--- src/bes_pkg.sv ---
/*
  Shared constants and types of the bus event sequencer: register map,
  action-word layout, comparator modes and the sampled bus-cycle record.
  Assumes a 32-bit classic Wishbone register bus, byte addressed.
*/
package bes_pkg;

  // ==========================================================
  // register map (byte addresses)
  localparam logic [7:0] ADR_CTRL = 8'h00;
  localparam logic [7:0] ADR_STATUS = 8'h04;
  localparam logic [7:0] ADR_MASK = 8'h08;
  localparam logic [7:0] ADR_VECTOR = 8'h0C;
  localparam logic [7:0] ADR_STATE = 8'h10;
  // per-group block: bit 7 set, group in [6:5], field in [4:2]
  localparam int GRP_SEL_BIT = 7;
  localparam logic [2:0] GF_ADDR_LO = 3'h0;
  localparam logic [2:0] GF_ADDR_HI = 3'h1;
  localparam logic [2:0] GF_DATA = 3'h2;
  localparam logic [2:0] GF_STAT = 3'h3;
  localparam logic [2:0] GF_AUX = 3'h4;
  localparam logic [2:0] GF_ACTION = 3'h5;
  localparam logic [2:0] GF_LIMIT = 3'h6;

  // ==========================================================
  // control and status fields
  localparam int CTRL_RUN = 0;
  localparam int CTRL_MODE_LO = 1;
  localparam int EV_FSI = 0;
  localparam int EV_LIMIT = 1;
  localparam int EV_TRIG = 2;
  localparam int EV_GROUP = 3;
  localparam int EV_BREAK = 4;
  localparam int EV_W = 5;
  localparam logic [EV_W-1:0] EV_RESET = 5'h00;

  // ==========================================================
  // action word layout
  localparam int A_USE_AC = 0;
  localparam int A_USE_DC = 1;
  localparam int A_USE_ST = 2;
  localparam int A_USE_AUX = 3;
  localparam int A_USE_CL = 4;
  localparam int A_NEGATE = 5;
  localparam int A_TRIGGER = 8;
  localparam int A_FSI = 9;
  localparam int A_TRACE_Q = 10;
  localparam int A_TRACE_T = 11;
  localparam int A_COUNT_Q = 12;
  localparam int A_COUNT_T = 13;
  localparam int A_RELOAD = 14;
  localparam int A_GROUP_SW = 15;
  localparam int A_TGT_LO = 16;
  localparam int A_BREAK = 18;

  // ==========================================================
  // comparator widths and mode-dependent masks
  localparam int ADDR_CMP_W = 24;
  localparam int STAT_W = 15;
  localparam logic [15:0] AUX_MODE3_DC = 16'h00FF;

  typedef enum logic [1:0] {
    BES_MODE0 = 2'b00,
    BES_MODE1 = 2'b01,
    BES_MODE2 = 2'b10,
    BES_MODE3 = 2'b11
  } bes_mode_e;

  typedef struct packed {
    logic strobe;
    logic exception_return;
    logic [31:0] addr;
    logic [31:0] data;
    logic [14:0] status;
    logic [15:0] aux;
    logic [31:0] next_pc;
  } bes_cycle_s;

endpackage : bes_pkg

--- src/bes_bus_event_sequencer.sv ---
/*
  Bus event sequencer: watches sampled target bus cycles with address,
  data, status and auxiliary-pod comparators in four event groups, drives
  trigger, trace and break outputs and forces a vectored special interrupt.
  Assumes target pins are asynchronous to clk_i and that each bus cycle
  keeps its strobe high for at least three clocks.
*/
// Design decisions made here: the address map and the Wishbone interface to the registers.
`timescale 1ns/1ns
`default_nettype none

module bes_bus_event_sequencer #(
  parameter int CNT_W = 16
) (
  input wire logic clk_i,
  input wire logic rst_i,
  // wishbone slave
  input wire logic wb_cyc_i,
  input wire logic wb_stb_i,
  input wire logic wb_we_i,
  input wire logic [7:0] wb_adr_i,
  input wire logic [3:0] wb_sel_i,
  input wire logic [31:0] wb_dat_i,
  output logic [31:0] wb_dat_o,
  output logic wb_ack_o,
  // target bus pins
  input wire logic tgt_strobe_i,
  input wire logic tgt_rte_i,
  input wire logic [31:0] tgt_addr_i,
  input wire logic [31:0] tgt_data_i,
  input wire logic [14:0] tgt_status_i,
  input wire logic [15:0] tgt_aux_i,
  input wire logic [31:0] tgt_next_pc_i,
  // outputs
  output logic trigger_o,
  output logic trace_capture_o,
  output logic break_req_o,
  output logic redirect_o,
  output logic [31:0] redirect_addr_o,
  output logic fsi_active_o,
  output logic irq_o
);

  // ==========================================================
  // pin synchronisers
  bes_pkg::bes_cycle_s pin_s, smp1_q, smp2_q;
  logic strobe3_q, rte3_q;
  assign pin_s = '{strobe: tgt_strobe_i, exception_return: tgt_rte_i, addr: tgt_addr_i,
                   data: tgt_data_i, status: tgt_status_i, aux: tgt_aux_i,
                   next_pc: tgt_next_pc_i};

  always_ff @(posedge clk_i) begin
    if (rst_i) begin
      smp1_q <= '0;
      smp2_q <= '0;
      strobe3_q <= 1'b0;
      rte3_q <= 1'b0;
    end else begin
      smp1_q <= pin_s;
      smp2_q <= smp1_q;
      strobe3_q <= smp2_q.strobe;
      rte3_q <= smp2_q.exception_return;
    end
  end

  logic cyc_start, rte_seen;
  assign cyc_start = smp2_q.strobe & ~strobe3_q;
  assign rte_seen = smp2_q.exception_return & ~rte3_q;

  // ==========================================================
  // register storage
  logic run_q;
  logic [1:0] mode_q;
  logic [bes_pkg::EV_W-1:0] stat_q, mask_q, ev_set;
  logic [31:0] vector_q;
  logic [23:0] addr_lo_q [4];
  logic [23:0] addr_hi_q [4];
  logic [31:0] dcmp_q [4];
  logic [31:0] scmp_q [4];
  logic [31:0] acmp_q [4];
  logic [31:0] act_q [4];
  logic [CNT_W-1:0] limit_q [4];
  logic [1:0] grp_q;
  logic [CNT_W-1:0] cnt_q;
  logic trace_on_q, count_on_q, fsi_busy_q;
  logic [31:0] ret_addr_q;

  logic wb_req, wr_req, rd_clr, run_start, stop_run;
  logic [1:0] wgrp;
  logic [2:0] wfld;
  assign wb_req = wb_cyc_i & wb_stb_i & ~wb_ack_o;
  assign wr_req = wb_req & wb_we_i;
  assign rd_clr = wb_req & ~wb_we_i & (wb_adr_i == bes_pkg::ADR_STATUS);
  assign wgrp = wb_adr_i[6:5];
  assign wfld = wb_adr_i[4:2];

  function automatic logic [31:0] merge(input logic [31:0] old_v,
                                        input logic [31:0] new_v,
                                        input logic [3:0] sel);
    logic [31:0] r;
    r = old_v;
    for (int b = 0; b < 4; b++) begin
      if (sel[b]) begin
        r[8*b +: 8] = new_v[8*b +: 8];
      end
    end
    return r;
  endfunction : merge

  logic [31:0] ctrl_w;
  logic [31:0] mask_w;
  assign ctrl_w = merge({29'h0, mode_q, run_q}, wb_dat_i, wb_sel_i);
  assign mask_w = merge({27'h0, mask_q}, wb_dat_i, wb_sel_i);
  assign run_start = wr_req & (wb_adr_i == bes_pkg::ADR_CTRL)
                     & ctrl_w[bes_pkg::CTRL_RUN] & ~run_q;

  always_ff @(posedge clk_i) begin
    if (rst_i) begin
      run_q <= 1'b0;
      mode_q <= 2'h0;
      mask_q <= bes_pkg::EV_RESET;
      vector_q <= 32'h0;
    end else begin
      if (stop_run) begin
        run_q <= 1'b0;
      end else if (wr_req && wb_adr_i == bes_pkg::ADR_CTRL) begin
        run_q <= ctrl_w[bes_pkg::CTRL_RUN];
      end
      if (wr_req && wb_adr_i == bes_pkg::ADR_CTRL) begin
        mode_q <= ctrl_w[bes_pkg::CTRL_MODE_LO +: 2];
      end
      if (wr_req && wb_adr_i == bes_pkg::ADR_MASK) begin
        mask_q <= mask_w[bes_pkg::EV_W-1:0];
      end
      if (wr_req && wb_adr_i == bes_pkg::ADR_VECTOR) begin
        vector_q <= merge(vector_q, wb_dat_i, wb_sel_i);
      end
    end
  end

  always_ff @(posedge clk_i) begin
    if (rst_i) begin
      for (int g = 0; g < 4; g++) begin
        addr_lo_q[g] <= 24'h0;
        addr_hi_q[g] <= 24'h0;
        dcmp_q[g] <= 32'h0;
        scmp_q[g] <= 32'h0;
        acmp_q[g] <= 32'h0;
        act_q[g] <= 32'h0;
        limit_q[g] <= '0;
      end
    end else if (wr_req && wb_adr_i[bes_pkg::GRP_SEL_BIT]) begin
      case (wfld)
        bes_pkg::GF_ADDR_LO: addr_lo_q[wgrp] <=
          24'(merge({8'h0, addr_lo_q[wgrp]}, wb_dat_i, wb_sel_i));
        bes_pkg::GF_ADDR_HI: addr_hi_q[wgrp] <=
          24'(merge({8'h0, addr_hi_q[wgrp]}, wb_dat_i, wb_sel_i));
        bes_pkg::GF_DATA: dcmp_q[wgrp] <= merge(dcmp_q[wgrp], wb_dat_i, wb_sel_i);
        bes_pkg::GF_STAT: scmp_q[wgrp] <= merge(scmp_q[wgrp], wb_dat_i, wb_sel_i);
        bes_pkg::GF_AUX: acmp_q[wgrp] <= merge(acmp_q[wgrp], wb_dat_i, wb_sel_i);
        bes_pkg::GF_ACTION: act_q[wgrp] <= merge(act_q[wgrp], wb_dat_i, wb_sel_i);
        bes_pkg::GF_LIMIT: limit_q[wgrp] <= CNT_W'(merge(32'(limit_q[wgrp]),
                                                         wb_dat_i, wb_sel_i));
        default: ;
      endcase
    end
  end

  // ==========================================================
  // comparators of the current group
  logic [31:0] act;
  logic [14:0] st_in;
  logic [15:0] aux_in, aux_dc;
  logic ac_hit, dc_hit, st_hit, aux_hit, cl_hit, fire;
  assign act = act_q[grp_q];
  assign cl_hit = (cnt_q == '0);

  always_comb begin
    st_in = smp2_q.status;
    aux_in = smp2_q.aux;
    aux_dc = acmp_q[grp_q][31:16];
    case (bes_pkg::bes_mode_e'(mode_q))
      bes_pkg::BES_MODE1: aux_in = smp2_q.data[15:0];
      bes_pkg::BES_MODE2: st_in[14:7] = smp2_q.addr[31:24];
      bes_pkg::BES_MODE3: begin
        aux_in[15:8] = smp2_q.addr[31:24];
        aux_dc = aux_dc | bes_pkg::AUX_MODE3_DC;
      end
      default: ;
    endcase
  end

  // address range only on the low 24 bits
  assign ac_hit = (smp2_q.addr[23:0] >= addr_lo_q[grp_q])
                  && (smp2_q.addr[23:0] <= addr_hi_q[grp_q]);
  // data comparator always sees the upper half: value [15:0], don't-care [31:16]
  assign dc_hit = (((smp2_q.data[31:16] ^ dcmp_q[grp_q][15:0])
                   & ~dcmp_q[grp_q][31:16]) == 16'h0);
  // exact masked matches only, no ranges
  assign st_hit = (((st_in ^ scmp_q[grp_q][14:0])
                   & ~scmp_q[grp_q][30:16]) == 15'h0);
  assign aux_hit = (((aux_in ^ acmp_q[grp_q][15:0]) & ~aux_dc) == 16'h0);

  assign fire = (&{~act[bes_pkg::A_USE_AC] | ac_hit,
                   ~act[bes_pkg::A_USE_DC] | dc_hit,
                   ~act[bes_pkg::A_USE_ST] | st_hit,
                   ~act[bes_pkg::A_USE_AUX] | aux_hit,
                   ~act[bes_pkg::A_USE_CL] | cl_hit}) ^ act[bes_pkg::A_NEGATE];

  logic eval, do_fsi, do_sw, do_brk;
  logic [1:0] tgt_grp;
  assign eval = run_q & cyc_start;
  assign do_fsi = eval & fire & act[bes_pkg::A_FSI];
  assign do_sw = eval & fire & act[bes_pkg::A_GROUP_SW];
  assign do_brk = eval & fire & act[bes_pkg::A_BREAK];
  assign tgt_grp = act[bes_pkg::A_TGT_LO +: 2];
  assign stop_run = do_brk;

  // ==========================================================
  // group, counter and toggle state
  logic count_now, trace_now;
  assign count_now = act[bes_pkg::A_COUNT_Q] ? fire
                   : act[bes_pkg::A_COUNT_T] ? count_on_q : 1'b0;
  assign trace_now = act[bes_pkg::A_TRACE_Q] ? fire
                   : act[bes_pkg::A_TRACE_T] ? (trace_on_q ^ fire) : 1'b1;

  always_ff @(posedge clk_i) begin
    if (rst_i) begin
      grp_q <= 2'h0;
      trace_on_q <= 1'b0;
      count_on_q <= 1'b0;
    end else if (run_start) begin
      grp_q <= 2'h0;
      trace_on_q <= 1'b0;
      count_on_q <= 1'b0;
    end else if (do_sw) begin
      grp_q <= tgt_grp;
      trace_on_q <= 1'b0;
      count_on_q <= 1'b0;
    end else if (eval && fire) begin
      if (act[bes_pkg::A_TRACE_T]) begin
        trace_on_q <= ~trace_on_q;
      end
      if (act[bes_pkg::A_COUNT_T]) begin
        count_on_q <= ~count_on_q;
      end
    end
  end

  always_ff @(posedge clk_i) begin
    if (rst_i) begin
      cnt_q <= '0;
    end else if (run_start) begin
      cnt_q <= limit_q[0];
    end else if (eval && fire && act[bes_pkg::A_RELOAD]) begin
      cnt_q <= do_sw ? limit_q[tgt_grp] : limit_q[grp_q];
    end else if (eval && count_now && !cl_hit) begin
      cnt_q <= cnt_q - CNT_W'(1);
    end
  end

  // ==========================================================
  // trigger, trace and forced interrupt
  always_ff @(posedge clk_i) begin
    if (rst_i || !run_q) begin
      trigger_o <= 1'b0;
    end else if (cyc_start) begin
      trigger_o <= fire & act[bes_pkg::A_TRIGGER];
    end
  end

  always_ff @(posedge clk_i) begin
    if (rst_i) begin
      trace_capture_o <= 1'b0;
    end else begin
      trace_capture_o <= run_q & cyc_start & (trace_now | fsi_busy_q);
    end
  end

  always_ff @(posedge clk_i) begin
    if (rst_i) begin
      fsi_busy_q <= 1'b0;
      ret_addr_q <= 32'h0;
      redirect_o <= 1'b0;
      redirect_addr_o <= 32'h0;
    end else begin
      redirect_o <= 1'b0;
      if (do_fsi && !fsi_busy_q) begin
        fsi_busy_q <= 1'b1;
        ret_addr_q <= smp2_q.next_pc;
        redirect_o <= 1'b1;
        redirect_addr_o <= vector_q;
      end else if (fsi_busy_q && rte_seen) begin
        fsi_busy_q <= 1'b0;
        redirect_o <= 1'b1;
        redirect_addr_o <= ret_addr_q;
      end
    end
  end

  always_ff @(posedge clk_i) begin
    if (rst_i) begin
      fsi_active_o <= 1'b0;
      break_req_o <= 1'b0;
    end else begin
      fsi_active_o <= fsi_busy_q | (do_fsi & ~fsi_busy_q);
      break_req_o <= do_brk;
    end
  end

  // ==========================================================
  // sticky events, read clears, set wins
  assign ev_set = {do_brk, do_sw, eval & fire & act[bes_pkg::A_TRIGGER],
                   run_q & cl_hit, do_fsi};

  always_ff @(posedge clk_i) begin
    if (rst_i) begin
      stat_q <= bes_pkg::EV_RESET;
      irq_o <= 1'b0;
    end else begin
      stat_q <= (rd_clr ? bes_pkg::EV_RESET : stat_q) | ev_set;
      irq_o <= |(((rd_clr ? bes_pkg::EV_RESET : stat_q) | ev_set) & mask_q);
    end
  end

  // ==========================================================
  // wishbone read path
  logic [31:0] rd_d;
  always_comb begin
    rd_d = 32'h0;
    if (wb_adr_i[bes_pkg::GRP_SEL_BIT]) begin
      case (wfld)
        bes_pkg::GF_ADDR_LO: rd_d = {8'h0, addr_lo_q[wgrp]};
        bes_pkg::GF_ADDR_HI: rd_d = {8'h0, addr_hi_q[wgrp]};
        bes_pkg::GF_DATA: rd_d = dcmp_q[wgrp];
        bes_pkg::GF_STAT: rd_d = scmp_q[wgrp];
        bes_pkg::GF_AUX: rd_d = acmp_q[wgrp];
        bes_pkg::GF_ACTION: rd_d = act_q[wgrp];
        bes_pkg::GF_LIMIT: rd_d = 32'(limit_q[wgrp]);
        default: rd_d = 32'h0;
      endcase
    end else if (wb_adr_i == bes_pkg::ADR_CTRL) begin
      rd_d = {29'h0, mode_q, run_q};
    end else if (wb_adr_i == bes_pkg::ADR_STATUS) begin
      rd_d = {27'h0, stat_q};
    end else if (wb_adr_i == bes_pkg::ADR_MASK) begin
      rd_d = {27'h0, mask_q};
    end else if (wb_adr_i == bes_pkg::ADR_VECTOR) begin
      rd_d = vector_q;
    end else if (wb_adr_i == bes_pkg::ADR_STATE) begin
      rd_d = {26'h0, fsi_busy_q, cl_hit, count_on_q, trace_on_q, grp_q};
    end
  end

  always_ff @(posedge clk_i) begin
    if (rst_i) begin
      wb_ack_o <= 1'b0;
      wb_dat_o <= 32'h0;
    end else begin
      wb_ack_o <= wb_req;
      wb_dat_o <= (wb_req && !wb_we_i) ? rd_d : 32'h0;
    end
  end

endmodule : bes_bus_event_sequencer
`default_nettype wire

--- config.mk ---
export PLATFORM = sky130hd
export DESIGN_NAME = bes_bus_event_sequencer
export DESIGN_NICKNAME = d
export VERILOG_FILES = /design/src/bes_pkg.sv /design/src/bes_bus_event_sequencer.sv
export SDC_FILE = /design/constraint.sdc
export NUM_CORES = 2
export LEC_CHECK = 0
export BUFFER_PORTS_ARGS = -buffer_cell sky130_fd_sc_hd__buf_2
export CAP_MARGIN = 15
export CELL_PAD_IN_SITES_DETAIL_PLACEMENT = 1
export CELL_PAD_IN_SITES_GLOBAL_PLACEMENT = 1
export CORE_MARGIN = 2
export CORE_UTILIZATION = 51
export DETAILED_ROUTE_END_ITERATION = 7
export PLACE_DENSITY = 0.77
export SLEW_MARGIN = 20
export SYNTH_ARGS = -nofsm -noshare
export SYNTH_HDL_FRONTEND = slang
export SYNTH_SLANG_ARGS = --single-unit
--- constraint.sdc ---
create_clock -name clk_i -period 8.3 [get_ports clk_i]
set_input_delay 0.83 -clock clk_i [delete_from_list [all_inputs] [get_ports clk_i]]
set_output_delay 0.83 -clock clk_i [all_outputs]
set_load 0.02 [all_outputs]
==> reports/metrics.csv <==
metric,value,unit
final setup violation count,0,
Fill cells,11200,
Synth Flop Type,edfxtp_1,
"Buf+Inv Stages, Crit Path",1,
hpwl dp,135000,um
IO buf count,248,
minimum clock period,6450,ps
CP max stage delay,870,ps
vias per cell,6.56,
layout cells sized above 1,19.3,%
LEAKAGE,24.4,nW
"Slew Viols, Final",0,
Sw Ratio,24.5,%
DR iter-0 viols,5508,
"FF+latch count, synth",1199,
Root Driver,clkbuf_16,
CTS H-tree lvls,4,
grt total ovfl,0,
clock insertion delay at the later pin of the skew report,770,ps
fin area,64200,um2
Hold WC Path Type,input pin to flop,
Fmax achieved,155,MHz
worst setup path class,flop to flop,
Placed Instances,6159,
CTS resizes,0,
count of cell types in the netlist,79,
number of flops mapped to enable cells by yosys,768,
"Clk pin slew, worst setup/hold paths",60,ps
Setup crit end kind,flop,
routed wire length per instance,32.3,um
TritonCTS clock tree,built,
top cell type's share of synthesized area,40.4,%
Setup WS pre-CTS,2030,ps
# DRC,0,
area grow syn2layout,12.4,%
gr busiest metal,met2,
most frequent cells after synthesis,"edfxtp_1 (768), nor2_1 (755), dfxtp_1 (431), mux4_2 (336), clkbuf_1 (296)",
GR met1 Demand/Resource,44.8,%
net count after synthesis,4945,
Initial Util,51.5,%
largest cells by area after synthesis,"edfxtp_1 (40%), dfxtp_1 (15%), mux4_2 (13%)",
TritonCTS buffer count,135,
VDD IR max,0.214,mV
biggest area consumer among synthesized cells,edfxtp_1,
Netlist Area Pre-Place,57100,um2
Clock Power Share,44.1,%
full die area,115000,um2
syn avg cell area,12.1,um2
number of global-route vias before repair,42800,
Die Y,339,um
"Hold Vio Cnt, Final",0,
"Warnings, synthesis",0,
Vias,42100,
Pre-antenna DRT Iters,5,
crit start category,flop,
outcome,finished clean,
slack of the critical path,1850,ps
clock sinks,1199,
Total Wirelength,207000,um
crit-path cells,"buf_4, mux4_1, xor2_1, o22ai_1, or4_1, o21ai_1, nor4b_2, nand3_1, nand2_2, nand3_2, a311oi_1",
Fin Clk Skew,37.0,ps
max_slew headroom,11.9,%
Tcrit/Tclk final,77.7,%
Max Root-Sink Buffers,3,
Psw,3.42,mW
IO Pins,249,
final net count,5035,
PwrDens,218,nW/um2
Hold Buf Count CTS,0,
pin count of the biggest net entering global routing,142,
crit path max fanout,31,
Power Internal,10.5,mW
M3 GR Usage,10.4,%
share of power burned in registers,47.6,%
setup_tns,0,ps
Routed Antenna Nets,0,
Crit-path slowest cell,dfxtp_4,
met2 usage,54.8,%
share of synthesized registers carrying an async set or reset,0,%
post-route insts no fill,6411,
Synth Instances,4718,
Slew @ Worst Pin,1320,ps
Max-cap violations,0,
Crit path required time,8940,ps
Core Area,111000,um2
total track usage,35.6,%
CP arrival,7090,ps
Pwr Total,14.0,mW
"CP delay by family, top",simple AND/OR/NAND/NOR gates,
"count leader, synth",edfxtp_1,
Placed Area,59600,um2
RePlAce Congestion,0.893,
sequential area share after synthesis,55.5,%
Cell Rows,122,
Die X,339,um
Post-CTS Setup Repair Bufs,0,
initial antenna violation count,12,
combinational cell fraction of total power,8.3,%
RSZ-0062 raised after global routing,false,
first-pass GRT wire length,299000,um
==> flip-flops by register name, summed over array words and instances (netlist names), 2 cells and up, named ones only <==
register         flops
smp1_q             129
smp2_q             129
acmp_q             128
act_q              128
dcmp_q             128
scmp_q             128
addr_hi_q           96
addr_lo_q           96
limit_q             64
redirect_addr_o     32
ret_addr_q          32
vector_q            32
wb_dat_o            32
cnt_q               16
mask_q               5
stat_q               5
grp_q                2
mode_q               2
==> layout make-up <==
type                    instances  area, um2  area share, %
flip-flops and latches       1199      31700           49.4
well taps                    1488       1860           2.90
inverters                     262        983           1.53
clock buffers                 198       4070           6.34
clock inverters                49        475          0.741
repair buffers                339       2040           3.18
multi-input cells            2871      23000           35.9
diodes                          5       12.5         0.0195
==> metal layers <==
metal | part of all wire (%) | vias to the layer above
met3 | 12 | 658
met4 | 6.5 | 16
met5 | 0.050 | -
met1 | 36 | 21400
met2 | 45 | 2692
li1 | - | 17300
==> placed cells by master (no fill, tap or decap), types with 11 or more instances in the layout <==
master / instances
nand3_1: 23
nor4bb_1: 16
clkbuf_1: 28
buf_2: 245
clkinv_1: 16
o21ai_0: 20
xnor2_1: 97
nor2b_1: 280
clkbuf_16: 146
a31oi_1: 16
mux4_2: 336
edfxtp_1: 768
xor2_1: 14
a22oi_1: 59
nand2b_1: 11
nor2_1: 754
a221oi_1: 22
mux2i_1: 204
nand2_1: 132
or3_1: 196
nand4_1: 12
and2_1: 27
nor3b_1: 20
a21oi_1: 249
a311oi_1: 35
clkbuf_8: 23
dfxtp_1: 428
a21o_1: 14
o22ai_1: 50
clkinv_2: 11
mux2_2: 11
and4_1: 11
o211ai_1: 11
nor3_1: 47
buf_4: 84
inv_1: 258
ha_1: 49
==> cells by family after synthesis <==
kind of cell    share of synthesized area (%)
mux                                      17.1
buf+inv                                  4.49
flops                                    55.5
xor+xnor                                 1.70
compound gates                           6.15
simple gates                             14.0
fa+ha+maj                                1.07
==> power by group through the flow <==
stage / Sequential, mW / Combinational, mW / Clock, mW
6_report: 6.65 / 1.16 / 6.15
5_1_grt: 6.66 / 1.19 / 6.42
4_1_cts: 6.64 / 1.13 / 6.18
3_5_place_dp: 6.76 / 1.12 / 0
3_3_place_gp: 6.75 / 1.10 / 0
2_1_floorplan: 6.71 / 0.653 / 0
==> metrics by stage <==
step	hold slack (ps)	utilization (%)
final	269	57.9
after global routing	281	57.9
after CTS	235	57.9
after detailed placement	426	53.8
after global placement	418	53.8
after floorplan	414	-
==> path summary, 6_finish.rpt <==
check                               startpoint                  end  slack, ps  depth (start not counted)
worst max-delay path                      flop  redirect_addr_o[21]       1850                         11
worst min-delay path            tgt_data_i[23]           smp1_q[86]        270                          2
worst max register to register            flop  redirect_addr_o[21]       1850                         11
worst min register to register     smp1_q[104]          smp2_q[104]        420                          1
Power figures use the tool's default switching activity.
